$ cat config.mk
export PLATFORM = sky130hd
export DESIGN_NAME = cpus_sequencer
export DESIGN_NICKNAME = d
export VERILOG_FILES = /design/src/inc/cpus_pkg.sv /design/src/inc/cpus_dgl_if.sv /design/src/logic/cpus_deglitch.sv /design/src/logic/cpus_sequencer.sv
export VERILOG_INCLUDE_DIRS = /design/src /design/src/inc
export SDC_FILE = /design/constraint.sdc
export NUM_CORES = 1
export LEC_CHECK = 0
export ABC_CLOCK_PERIOD_IN_PS = 2910
export CORE_AREA = 2 2 247 310
export CTS_CLUSTER_SIZE = 16
export DETAILED_ROUTE_END_ITERATION = 8
export DIE_AREA = 0 0 249 312
export DONT_BUFFER_PORTS = 1
export PLACE_DENSITY = 0.39
export REMOVE_ABC_BUFFERS = 1
export SLEW_MARGIN = 20
export SYNTH_ARGS = -nofsm -noshare
export SYNTH_HDL_FRONTEND = slang
export SYNTH_HIERARCHICAL = 1
export SYNTH_SLANG_ARGS = --single-unit
$ cat constraint.sdc
create_clock -name clk_sys -period 2.91 [get_ports clk_sys]
set_input_delay 0.4365 -clock clk_sys [delete_from_list [all_inputs] [get_ports clk_sys]]
set_output_delay 0.4365 -clock clk_sys [all_outputs]
set_load 0.1 [all_outputs]
$ cat src/inc/cpus_params.svh
// constants of the charger power-up sequencer: times, limits, reset values
// assumes a 100 MHz system clock; included by bare name
`ifndef CPUS_PARAMS_SVH
`define CPUS_PARAMS_SVH

`define CPUS_CLK_KHZ 100000
`define CPUS_VBUS_OV_NS 200
`define CPUS_BAT_OV_DGL_NS 1000
`define CPUS_BAD_SRC_MS 30
`define CPUS_BIAS_HOLD_MS 220
`define CPUS_TERM_DGL_MS 250
`define CPUS_RECH_DGL_MS 250
`define CPUS_LPDIG_KHZ 30
`define CPUS_DIG_KHZ 1500
`define CPUS_MAX_FAIL 7
`define CPUS_SAFETY_MS 59400000
`define CPUS_TOPOFF_MS 2040000
`define CPUS_WDT_MS 164000
`define CPUS_SAFETY_SEL_00_MS 18000000
`define CPUS_SAFETY_SEL_01_MS 36000000
`define CPUS_SAFETY_SEL_11_MS 72000000
`define CPUS_TOPOFF_SEL_01_MS 900000
`define CPUS_TOPOFF_SEL_11_MS 2700000
`define CPUS_WDT_SEL_01_MS 40000
`define CPUS_WDT_SEL_10_MS 80000
`define CPUS_ILIM_RST 5'h04
`define CPUS_SYNC_VBUS 0
`define CPUS_SYNC_BAT 1
`define CPUS_SYNC_OV 2
`define CPUS_SYNC_LOW 3
`define CPUS_SYNC_TERM 4
`define CPUS_SYNC_RECH 5
`define CPUS_SYNC_BATOV 6
`define CPUS_SYNC_W 7

`endif

$ cat src/inc/cpus_pkg.sv
// types of the charger power-up sequencer
// assumes nothing beyond the tool's package support
package cpus_pkg;

   // gray codes along idle, qualify, detect, bias wait, run
   typedef enum logic [2:0]
   {
      CPUS_IDLE = 3'h0,
      CPUS_QUAL = 3'h1,
      CPUS_DET = 3'h3,
      CPUS_BIAS = 3'h2,
      CPUS_RUN = 3'h6,
      CPUS_HIZ = 3'h7,
      CPUS_OVW = 3'h5
   } cpus_state_t;

   typedef struct packed
   {
      logic [31:0] cnt;
      logic qual;
   } cpus_dgl_t;

endpackage : cpus_pkg

$ cat src/inc/cpus_dgl_if.sv
// carrier between the sequencer and its deglitch filters
// assumes one clock shared by both ends
`timescale 1ns/1ns
`default_nettype none
interface cpus_dgl_if;
   logic raw;
   logic tick;
   logic qual;
   modport owner (output raw, output tick, input qual);
   modport filt (input raw, input tick, output qual);
endinterface : cpus_dgl_if
`default_nettype wire

$ cat src/logic/cpus_deglitch.sv
// deglitch filter: qualifies a level that holds for COUNT ticks
// assumes raw already synchronised to clk_sys
`timescale 1ns/1ns
`default_nettype none
module cpus_deglitch #(
   parameter int COUNT = 250
) (
   input wire logic clk_sys,
   input wire logic rstn,
   cpus_dgl_if.filt dgl
);
   if (COUNT < 1)
   begin : g_bad_count
      $error("cpus_deglitch: COUNT must be at least 1");
   end

   cpus_pkg::cpus_dgl_t s_reg;
   cpus_pkg::cpus_dgl_t s_next;

   // ****************************
   // filter
   // ****************************
   always_comb
   begin
      s_next = s_reg;
      if (!dgl.raw)
      begin
         // any drop restarts the window
         s_next.cnt = 32'h0;
         s_next.qual = 1'b0;
      end
      else if (dgl.tick && !s_reg.qual)
      begin
         s_next.cnt = s_reg.cnt + 32'h1;
         s_next.qual = (s_reg.cnt + 32'h1) >= 32'(COUNT);
      end
   end

   always_ff @(posedge clk_sys or negedge rstn)
   begin
      if (!rstn)
         s_reg <= '0;
      else
         s_reg <= s_next;
   end

   assign dgl.qual = s_reg.qual;
endmodule : cpus_deglitch
`default_nettype wire

$ cat src/logic/cpus_sequencer.sv
// charger power-up sequencer: reset, qualification, start order, timers
// assumes analog comparator levels on pins, host bits on same clock
`timescale 1ns/1ns
`default_nettype none
`include "cpus_params.svh"
// What this block does
// - supply above undervoltage: reset, battery switch driver
// - reset restores defaults, then host port ready
// - battery only: switch closed, bias regulator off
// - battery only: discharge current monitored continuously
// - qualify, detect, bias regulator, converter, in order
// - detection result loads input current limit
// - qualify: no overvoltage, above bad level 30ms
// - overvoltage cleared restarts qualification automatically
// - retry bad source; seventh failure enters disconnect
// - leave disconnect on reattach or host toggle
// - adapter attach clears disconnect request bit
// - overvoltage switches converter off within 200ns
// - termination after 250ms below termination level
// - recharge after 250ms below recharge level
// - battery overvoltage 1us stops charging
// - safety timer 16.5 hours at selection 10
// - top-off 34 minutes at selection 10
// - watchdog 164 seconds at selection 11
// - logic tick 30kHz off, 1.5MHz regulator on
// - bias regulator after conditions hold 220ms
module cpus_sequencer #(
   parameter int MS_CYCLES = 100000,
   parameter int SAFETY_MS = `CPUS_SAFETY_MS,
   parameter int TOPOFF_MS = `CPUS_TOPOFF_MS,
   parameter int WDT_MS = `CPUS_WDT_MS
) (
   input wire logic clk_sys,
   input wire logic rstn,
   input wire logic vbus_above_uvlo,
   input wire logic bat_above_uvlo,
   input wire logic vbus_over_volt,
   input wire logic vbus_below_bad_src,
   input wire logic chg_below_term,
   input wire logic bat_below_rech,
   input wire logic bat_over_volt,
   input wire logic det_done,
   input wire logic [4:0] det_ilim,
   input wire logic charge_en,
   input wire logic disconnect_wr,
   input wire logic disconnect_wdata,
   input wire logic host_service,
   input wire logic [1:0] charge_time_limit_sel,
   input wire logic [1:0] finish_charge_time_sel,
   input wire logic [1:0] watchdog_sel,
   output logic por_rst,
   output logic i2c_ready,
   output logic battery_switch_drv_en,
   output logic battery_switch,
   output logic discharge_monitor_en,
   output logic internal_bias_regulator,
   output logic bad_src_sink_en,
   output logic det_start,
   output logic converter_en,
   output logic [4:0] input_current_limit_field,
   output logic input_disconnect_request,
   output logic hiz,
   output logic [2:0] fail_count,
   output logic charging,
   output logic charge_done,
   output logic recharge_req,
   output logic bat_ovp_stop,
   output logic safety_expired,
   output logic topoff_active,
   output logic watchdog_expired,
   output logic dig_tick
);
   localparam int OV_CYC = (`CPUS_VBUS_OV_NS * (`CPUS_CLK_KHZ / 1000)) / 1000;
   localparam int BATOV_CYC = (`CPUS_BAT_OV_DGL_NS * (`CPUS_CLK_KHZ / 1000) + 999) / 1000;
   localparam int LPDIG_DIV = `CPUS_CLK_KHZ / `CPUS_LPDIG_KHZ;
   localparam int DIG_DIV = `CPUS_CLK_KHZ / `CPUS_DIG_KHZ;

   if (MS_CYCLES < 1 || SAFETY_MS < 1 || TOPOFF_MS < 1 || WDT_MS < 1 || OV_CYC < 4)
   begin : g_bad_param
      $error("cpus_sequencer: counts too small for the logic");
   end

   typedef struct packed
   {
      logic [`CPUS_SYNC_W-1:0] sync1;
      logic [`CPUS_SYNC_W-1:0] sync2;
      logic power_seen;
      logic por_pulse;
      logic i2c_ready;
      cpus_pkg::cpus_state_t st;
      logic [2:0] fail_cnt;
      logic vbus_prev;
      logic low_seen;
      logic [15:0] win_cnt;
      logic [31:0] ms_cnt;
      logic ms_tick;
      logic [11:0] dig_cnt;
      logic dig_tick;
      logic disc;
      logic [4:0] ilim;
      logic conv_en;
      logic bias_en;
      logic sink_en;
      logic det_start;
      logic done;
      logic [31:0] safety_cnt;
      logic safety_exp;
      logic [31:0] topoff_cnt;
      logic topoff_on;
      logic [31:0] wdt_cnt;
      logic wdt_exp;
   } cpus_top_t;

   cpus_top_t s_reg;
   cpus_top_t s_next;

   // ****************************
   // selection decoding
   // ****************************
   function automatic logic [31:0] safety_limit(input logic [1:0] sel);
      case (sel)
         2'h0: safety_limit = `CPUS_SAFETY_SEL_00_MS;
         2'h1: safety_limit = `CPUS_SAFETY_SEL_01_MS;
         2'h2: safety_limit = 32'(SAFETY_MS);
         default: safety_limit = `CPUS_SAFETY_SEL_11_MS;
      endcase
   endfunction : safety_limit

   // zero means the timer is disabled
   function automatic logic [31:0] topoff_limit(input logic [1:0] sel);
      case (sel)
         2'h1: topoff_limit = `CPUS_TOPOFF_SEL_01_MS;
         2'h2: topoff_limit = 32'(TOPOFF_MS);
         2'h3: topoff_limit = `CPUS_TOPOFF_SEL_11_MS;
         default: topoff_limit = 32'h0;
      endcase
   endfunction : topoff_limit

   function automatic logic [31:0] wdt_limit(input logic [1:0] sel);
      case (sel)
         2'h1: wdt_limit = `CPUS_WDT_SEL_01_MS;
         2'h2: wdt_limit = `CPUS_WDT_SEL_10_MS;
         2'h3: wdt_limit = 32'(WDT_MS);
         default: wdt_limit = 32'h0;
      endcase
   endfunction : wdt_limit

   // ****************************
   // deglitch filters: termination, recharge, battery overvoltage
   // ****************************
   cpus_dgl_if dgl_if [3] ();
   logic [2:0] dgl_raw;
   logic [2:0] dgl_tick;
   logic [2:0] dgl_qual;

   assign dgl_raw = {s_reg.sync2[`CPUS_SYNC_BATOV], s_reg.sync2[`CPUS_SYNC_RECH],
                     s_reg.sync2[`CPUS_SYNC_TERM]};
   // overvoltage filter counts system clocks, the others milliseconds
   assign dgl_tick = {1'b1, s_reg.ms_tick, s_reg.ms_tick};

   for (genvar i = 0; i < 3; i++)
   begin : g_dgl
      localparam int CNT = (i == 0) ? `CPUS_TERM_DGL_MS :
                           (i == 1) ? `CPUS_RECH_DGL_MS : BATOV_CYC;
      assign dgl_if[i].raw = dgl_raw[i];
      assign dgl_if[i].tick = dgl_tick[i];
      assign dgl_qual[i] = dgl_if[i].qual;
      cpus_deglitch #(.COUNT(CNT)) u_dgl (
         .clk_sys(clk_sys),
         .rstn(rstn),
         .dgl(dgl_if[i])
      );
   end

   // ****************************
   // next state
   // ****************************
   logic vbus_ok;
   logic power_ok;
   logic ov;
   logic attach;
   logic run_chg;
   logic [31:0] top_lim;
   logic [31:0] wdt_lim;

   assign vbus_ok = s_reg.sync2[`CPUS_SYNC_VBUS];
   assign power_ok = vbus_ok | s_reg.sync2[`CPUS_SYNC_BAT];
   assign ov = s_reg.sync2[`CPUS_SYNC_OV];
   // edge taken behind the second flop, the first one feeds nothing else
   assign attach = vbus_ok & ~s_reg.vbus_prev;
   assign top_lim = topoff_limit(finish_charge_time_sel);
   assign wdt_lim = wdt_limit(watchdog_sel);
   assign run_chg = s_reg.st == cpus_pkg::CPUS_RUN && charge_en && !dgl_qual[2] &&
                    !s_reg.safety_exp && (!s_reg.done || s_reg.topoff_on);

   always_comb
   begin
      s_next = s_reg;
      s_next.sync1 = {bat_over_volt, bat_below_rech, chg_below_term, vbus_below_bad_src,
                      vbus_over_volt, bat_above_uvlo, vbus_above_uvlo};
      s_next.sync2 = s_reg.sync1;
      s_next.vbus_prev = vbus_ok;
      s_next.por_pulse = 1'b0;
      s_next.ms_tick = 1'b0;
      s_next.dig_tick = 1'b0;
      // milliseconds base for all slow timers
      if (s_reg.ms_cnt >= 32'(MS_CYCLES - 1))
      begin
         s_next.ms_cnt = 32'h0;
         s_next.ms_tick = 1'b1;
      end
      else
         s_next.ms_cnt = s_reg.ms_cnt + 32'h1;
      if (s_reg.dig_cnt >= 12'((s_reg.bias_en ? DIG_DIV : LPDIG_DIV) - 1))
      begin
         s_next.dig_cnt = 12'h0;
         s_next.dig_tick = 1'b1;
      end
      else
         s_next.dig_cnt = s_reg.dig_cnt + 12'h1;
      if (!s_reg.power_seen && power_ok)
      begin
         s_next.power_seen = 1'b1;
         s_next.por_pulse = 1'b1;
      end
      s_next.i2c_ready = s_reg.power_seen;
      if (disconnect_wr)
         s_next.disc = disconnect_wdata;
      if (attach)
         s_next.disc = 1'b0;
      s_next.sink_en = 1'b0;
      s_next.det_start = 1'b0;
      if (s_reg.st != cpus_pkg::CPUS_QUAL)
         s_next.low_seen = 1'b0;
      case (s_reg.st)
         cpus_pkg::CPUS_IDLE:
         begin
            s_next.win_cnt = 16'h0;
            if (vbus_ok && !s_reg.disc)
               s_next.st = cpus_pkg::CPUS_QUAL;
         end
         cpus_pkg::CPUS_QUAL:
         begin
            s_next.sink_en = 1'b1;
            if (s_reg.sync2[`CPUS_SYNC_LOW])
               s_next.low_seen = 1'b1;
            if (ov)
               s_next.st = cpus_pkg::CPUS_OVW;
            else if (s_reg.ms_tick)
            begin
               s_next.win_cnt = s_reg.win_cnt + 16'h1;
               if (s_reg.win_cnt == 16'(`CPUS_BAD_SRC_MS - 1))
               begin
                  s_next.win_cnt = 16'h0;
                  s_next.low_seen = 1'b0;
                  // one dip fails the whole window, so one retry per window
                  if (s_reg.low_seen || s_reg.sync2[`CPUS_SYNC_LOW])
                  begin
                     s_next.fail_cnt = s_reg.fail_cnt + 3'h1;
                     if (s_reg.fail_cnt == 3'(`CPUS_MAX_FAIL - 1))
                        s_next.st = cpus_pkg::CPUS_HIZ;
                  end
                  else
                  begin
                     s_next.fail_cnt = 3'h0;
                     s_next.st = cpus_pkg::CPUS_DET;
                  end
               end
            end
         end
         cpus_pkg::CPUS_DET:
         begin
            s_next.det_start = 1'b1;
            if (det_done)
            begin
               s_next.ilim = det_ilim;
               s_next.st = cpus_pkg::CPUS_BIAS;
            end
         end
         cpus_pkg::CPUS_BIAS:
         begin
            // detection result and input must hold the whole time
            if (!det_done)
               s_next.win_cnt = 16'h0;
            else if (s_reg.ms_tick)
            begin
               s_next.win_cnt = s_reg.win_cnt + 16'h1;
               if (s_reg.win_cnt == 16'(`CPUS_BIAS_HOLD_MS - 1))
                  s_next.st = cpus_pkg::CPUS_RUN;
            end
         end
         cpus_pkg::CPUS_RUN:
            s_next.win_cnt = 16'h0;
         cpus_pkg::CPUS_OVW:
         begin
            s_next.win_cnt = 16'h0;
            if (!ov)
               s_next.st = cpus_pkg::CPUS_QUAL;
         end
         cpus_pkg::CPUS_HIZ:
         begin
            s_next.win_cnt = 16'h0;
            // host toggle back to zero releases the fallback
            if (disconnect_wr && s_reg.disc && !disconnect_wdata)
            begin
               s_next.fail_cnt = 3'h0;
               s_next.st = cpus_pkg::CPUS_QUAL;
            end
         end
         default:
            s_next.st = cpus_pkg::CPUS_IDLE;
      endcase
      if (ov && s_reg.st != cpus_pkg::CPUS_QUAL && s_reg.st != cpus_pkg::CPUS_IDLE &&
          s_reg.st != cpus_pkg::CPUS_HIZ)
         s_next.st = cpus_pkg::CPUS_OVW;
      if (s_next.disc && s_reg.st != cpus_pkg::CPUS_IDLE && !disconnect_wr)
         s_next.st = cpus_pkg::CPUS_HIZ;
      if (!vbus_ok)
      begin
         s_next.st = cpus_pkg::CPUS_IDLE;
         s_next.fail_cnt = 3'h0;
      end
      s_next.bias_en = s_next.st == cpus_pkg::CPUS_RUN;
      s_next.conv_en = s_next.st == cpus_pkg::CPUS_RUN && s_reg.bias_en;
      // ****************************
      // charge timers
      // ****************************
      if (dgl_qual[0] && run_chg)
         s_next.done = 1'b1;
      if (dgl_qual[1] || s_reg.st != cpus_pkg::CPUS_RUN)
         s_next.done = 1'b0;
      if (!charge_en || s_reg.st != cpus_pkg::CPUS_RUN)
      begin
         s_next.safety_cnt = 32'h0;
         s_next.safety_exp = 1'b0;
      end
      else if (run_chg && s_reg.ms_tick)
      begin
         s_next.safety_cnt = s_reg.safety_cnt + 32'h1;
         if (s_reg.safety_cnt + 32'h1 >= safety_limit(charge_time_limit_sel))
            s_next.safety_exp = 1'b1;
      end
      if (!s_reg.done)
      begin
         s_next.topoff_cnt = 32'h0;
         s_next.topoff_on = top_lim != 32'h0;
      end
      else if (s_reg.topoff_on && s_reg.ms_tick)
      begin
         s_next.topoff_cnt = s_reg.topoff_cnt + 32'h1;
         if (s_reg.topoff_cnt + 32'h1 >= top_lim)
            s_next.topoff_on = 1'b0;
      end
      if (host_service || wdt_lim == 32'h0)
      begin
         s_next.wdt_cnt = 32'h0;
         s_next.wdt_exp = 1'b0;
      end
      else if (s_reg.ms_tick && !s_reg.wdt_exp)
      begin
         s_next.wdt_cnt = s_reg.wdt_cnt + 32'h1;
         if (s_reg.wdt_cnt + 32'h1 >= wdt_lim)
            s_next.wdt_exp = 1'b1;
      end
      // without any supply every register but the synchronisers and the deglitch filters goes back to default
      if (!power_ok)
      begin
         s_next = '0;
         // pins keep being sampled, or power could never be seen again
         s_next.sync1 = {bat_over_volt, bat_below_rech, chg_below_term, vbus_below_bad_src,
                         vbus_over_volt, bat_above_uvlo, vbus_above_uvlo};
         s_next.sync2 = s_reg.sync1;
         s_next.ilim = `CPUS_ILIM_RST;
      end
   end

   always_ff @(posedge clk_sys or negedge rstn)
   begin
      if (!rstn)
      begin
         s_reg <= '0;
         s_reg.ilim <= `CPUS_ILIM_RST;
      end
      else
         s_reg <= s_next;
   end

   // ****************************
   // outputs
   // ****************************
   assign por_rst = s_reg.por_pulse;
   assign i2c_ready = s_reg.i2c_ready;
   assign battery_switch_drv_en = s_reg.power_seen;
   assign battery_switch = s_reg.power_seen && s_reg.sync2[`CPUS_SYNC_BAT];
   assign discharge_monitor_en = battery_switch;
   assign internal_bias_regulator = s_reg.bias_en;
   assign bad_src_sink_en = s_reg.sink_en;
   assign det_start = s_reg.det_start;
   assign converter_en = s_reg.conv_en;
   assign input_current_limit_field = s_reg.ilim;
   assign input_disconnect_request = s_reg.disc;
   assign hiz = s_reg.st == cpus_pkg::CPUS_HIZ;
   assign fail_count = s_reg.fail_cnt;
   assign charging = run_chg;
   assign charge_done = s_reg.done;
   assign recharge_req = dgl_qual[1];
   assign bat_ovp_stop = dgl_qual[2];
   assign safety_expired = s_reg.safety_exp;
   assign topoff_active = s_reg.done && s_reg.topoff_on;
   assign watchdog_expired = s_reg.wdt_exp;
   assign dig_tick = s_reg.dig_tick;
endmodule : cpus_sequencer
`default_nettype wire

==> impl_metrics.toml <==
[status]
outcome = "finished with violations"
violations = "hold timing, setup timing"

[grt]
grt_remaining_overflow = 0
grt_pass1_vias = 15300
grt_max_degree = 297
antenna_found_initial = 0
globalRouteTotalUtil_pct = 12.6
grt_pass1_wl_um = 81400

[logic_synthesis]
synth_xor_area_share_pct = 10.7
synth_cells = 2065
synthAdderAreaFrac_pct = 5.33
ys_seq_elements = 296
async_flop_share_pct = 100
ys_top_cells_by_area = "dfrtp_1, xnor2_1, ha_1"
netlist_area_um2 = 18500
yosysUniqueCellTypes = 96
synth_compound_area_share_pct = 10.9
synthDominantCellAreaShare_pct = 39.8
synth_top_family_by_area = "simple AND/OR/NAND/NOR gates"
synthSimpleGateAreaFrac_pct = 28.5
muxShareOfSynthArea_pct = 0.945
syn_avg_cell_area_um2 = 8.98
synth_edf_count = 0
synth_area_leader_cell = "dfrtp_1"
seq_area_frac_synth_pct = 40.0
synth-main-ff-cell = "dfrtp_1"
ys_warn_count = 6

[finish]
area_delta_synth_final_pct = 19.8
multi_input_area_um2 = 10700
final_util_pct = 29.8
regArea_um2 = 7410
drive_gt1_share_pct = 13.7
layout.cells.non_filler = 3180
largest_register_ffs = 172
nFillCells = 7783
fin_nets = 2287
final_area_um2 = 22200
antenna_cells = 0

[power_and_ir_drop]
p_total_mw = 10.1
ir_worst_vdd_mv = 0.404
power.leakage_nw = 9.52
power_density_nw_per_um2 = 455

[setup_path]
slowest_stage = "or3_4"
worstPathArrival_ns = 3.50
startpoint_type = "register"
critPathKind = "register to register"
reg2reg_from = "s_reg[75]"
crit_buf_inv = 2
r2r_cells = 14
critPathMaxFanout = 3
path_cells = "nand4_1 > nor4_2 > buf_4 > buf_6 > and2_4 > nand3_4 > xnor2_2 > ha_1 > nand4_1 > or3_4 > nor2_4 > o311ai_1 > and3_1 > o211ai_1"
crit_family = "simple AND/OR/NAND/NOR gates"
worst_path_most_repeated_cell = "nand4_1"
worstReg2RegEnd = "safety_expired"
cp.required_ns = 3.36
cp.depth = 14
reg2reg_slack_ns = -0.14
critPathCaptureType = "register"
cpPeakStageDelay_ns = 0.42

[worst_hold_path]
hold_path_class = "primary input to asynchronous set/reset pin"

[cts]
cts_tree = "yes"
cts.sinks = 296
ctsHoldBuffers = 9
cts_inserted_buffers = 40
clk_pin_slew_ns = 0.06
clk_latency_ns = 0.56
htree_levels = 2
clock_path_buffers = 3
cts_root_buf = "clkbuf_16"

[die]
die_y_um = 312
row_count = 112
ioPinCount = 52
die_area_um2 = 77700
start_util_pct = 24.9
coreArea_um2 = 74400
die_width_um = 249

[sta]
worst_pin_slew_ns = 1.15
finClkSkew_ns = 0.0188
whs_ns = -0.415
relSlewSlack_pct = 23.4
fin_tns_setup_ns = -0.140
max_freq_mhz = 328
hold_viol = 295
final.period_utilization_pct = 105
fin_ws_ns = -0.140
rsz0062_at_grt = "true"
slew_viol_final = 0
period_needed_ns = 3.05
setup_viol_count_final = 1

[drt]
wl_per_cell_um = 15.1
drc = 0
num_vias = 14900
drt_pass1_iterations = 5
vias_per_cell = 4.69
routed_wirelength_um = 48200
ant_nets = 0
drt_iter0_drc = 782

[placement]
port_buffers = 0
place_congestion = 0.781
pre_cts_ws_ns = -0.192
hpwl_um = 33500
placedCellCount = 3082
placed_area_um2 = 20400

[job]
drv_cap = 0
worst register-to-register path, stage by stage (launching register included):
cell      delay, ns
dfrtp_1        0.39
nand4_1        0.19
nor4_2         0.32
buf_4          0.17
buf_6          0.09
and2_4         0.15
nand3_4        0.09
xnor2_2        0.16
ha_1           0.30
nand4_1        0.12
or3_4          0.43
nor2_4         0.11
o311ai_1       0.09
and3_1         0.18
o211ai_1       0.17
logic make-up after synthesis:
family / after synthesis
AOI/OAI and AO/OA: 314
DFF: 296
xor gates and xnor gates: 226
muxes: 17
and+or+nand+nor: 974
other: 2
buffers and inverters: 157
adders and majority gates: 79
power breakdown:
part           leakage, nW  internal [mW]  switching (mW)  total (mW)
sequential            4.03           4.18           0.102        4.29
combinational         4.77          0.181           0.286       0.467
clock                0.710           3.41            1.95        5.36
total                 9.52           7.77            2.34        10.1
worst max path at each step:
| stage | start | end | slack [ns] |
|---|---|---|---|
| 6_report | s_reg[75] | safety_expired | -0.14 |
| 5_1_grt | s_reg[72] | safety_expired | -0.33 |
| 4_1_cts | s_reg[67] | safety_expired | -0.14 |
| 3_5_place_dp | s_reg[67] | safety_expired | -0.19 |
| 3_3_place_gp | s_reg[67] | safety_expired | -0.18 |
| 2_1_floorplan | g_dgl[2].u_dgl/dgl.qual | safety_expired | -1.46 |
metal layers:
metal | vias to the layer above | track usage, % | routed length, µm
met5 | - | 0 | 0
li1 | 7484 | - | -
met2 | 151 | 21.7 | 23400
met3 | 46 | 2.16 | 1570
met1 | 7232 | 16.3 | 22200
met4 | 0 | 3.43 | 1010
layout by cell type, fill, tap and decap left out, drive strengths merged, types with 15 or more instances in the layout:
cell type	netlist	routed
dfrtp	295	295
nor2	219	219
nand2	191	191
buf	41	147
xnor2	133	133
nand3	124	124
o21ai	106	106
and2	94	94
xor2	93	93
ha	79	79
nand4	63	63
inv	60	60
nor3	59	59
clkbuf	55	56
a21oi	53	53
or3	51	51
and3	43	43
nor4	33	33
and4	23	23
a31oi	22	22
a21boi	20	20
conb	2	18
o31ai	15	15
cell type report:
type	instances	share of cell area (%)
multi-input combinational	1628	48.1
sequential	296	33.4
inverter	61	1.03
clock buffer	56	5.42
clock inverter	14	1.07
tap	969	5.46
timing repair buffer	156	5.60
repair_timing:
| item | in CTS | in global routing |
|---|---|---|
| pin swaps | 2 | 26 |
| buffers inserted | 2 | 17 |
| gates resized for setup | 5 | 34 |
| gates cloned | 0 | 0 |
| endpoints found under the setup margin | 2 | 3 |
| endpoints found under the hold margin | 305 | 296 |
cell usage after synthesis (10+ instances only):
| cell type | count |
|---|---|
| clkbuf_1 | 53 |
| ha_1 | 79 |
| xnor2_1 | 133 |
| nor3_1 | 52 |
| and3_1 | 42 |
| buf_4 | 13 |
| or3_1 | 47 |
| o21ai_1 | 10 |
| nor2_1 | 217 |
| nand4_1 | 59 |
| and2_1 | 94 |
| or4_1 | 10 |
| a21oi_1 | 53 |
| a21boi_0 | 16 |
| o21ai_0 | 95 |
| nor4_1 | 26 |
| a31oi_1 | 22 |
| and4_1 | 22 |
| nand2_1 | 185 |
| o31ai_1 | 15 |
| inv_1 | 59 |
| nor2b_1 | 12 |
| xor2_1 | 93 |
| a21o_1 | 13 |
| nand3_1 | 116 |
| mux2i_1 | 13 |
| nand2b_1 | 11 |
| buf_2 | 25 |
| dfrtp_1 | 295 |
No activity file was read; power rests on OpenSTA's default activity.
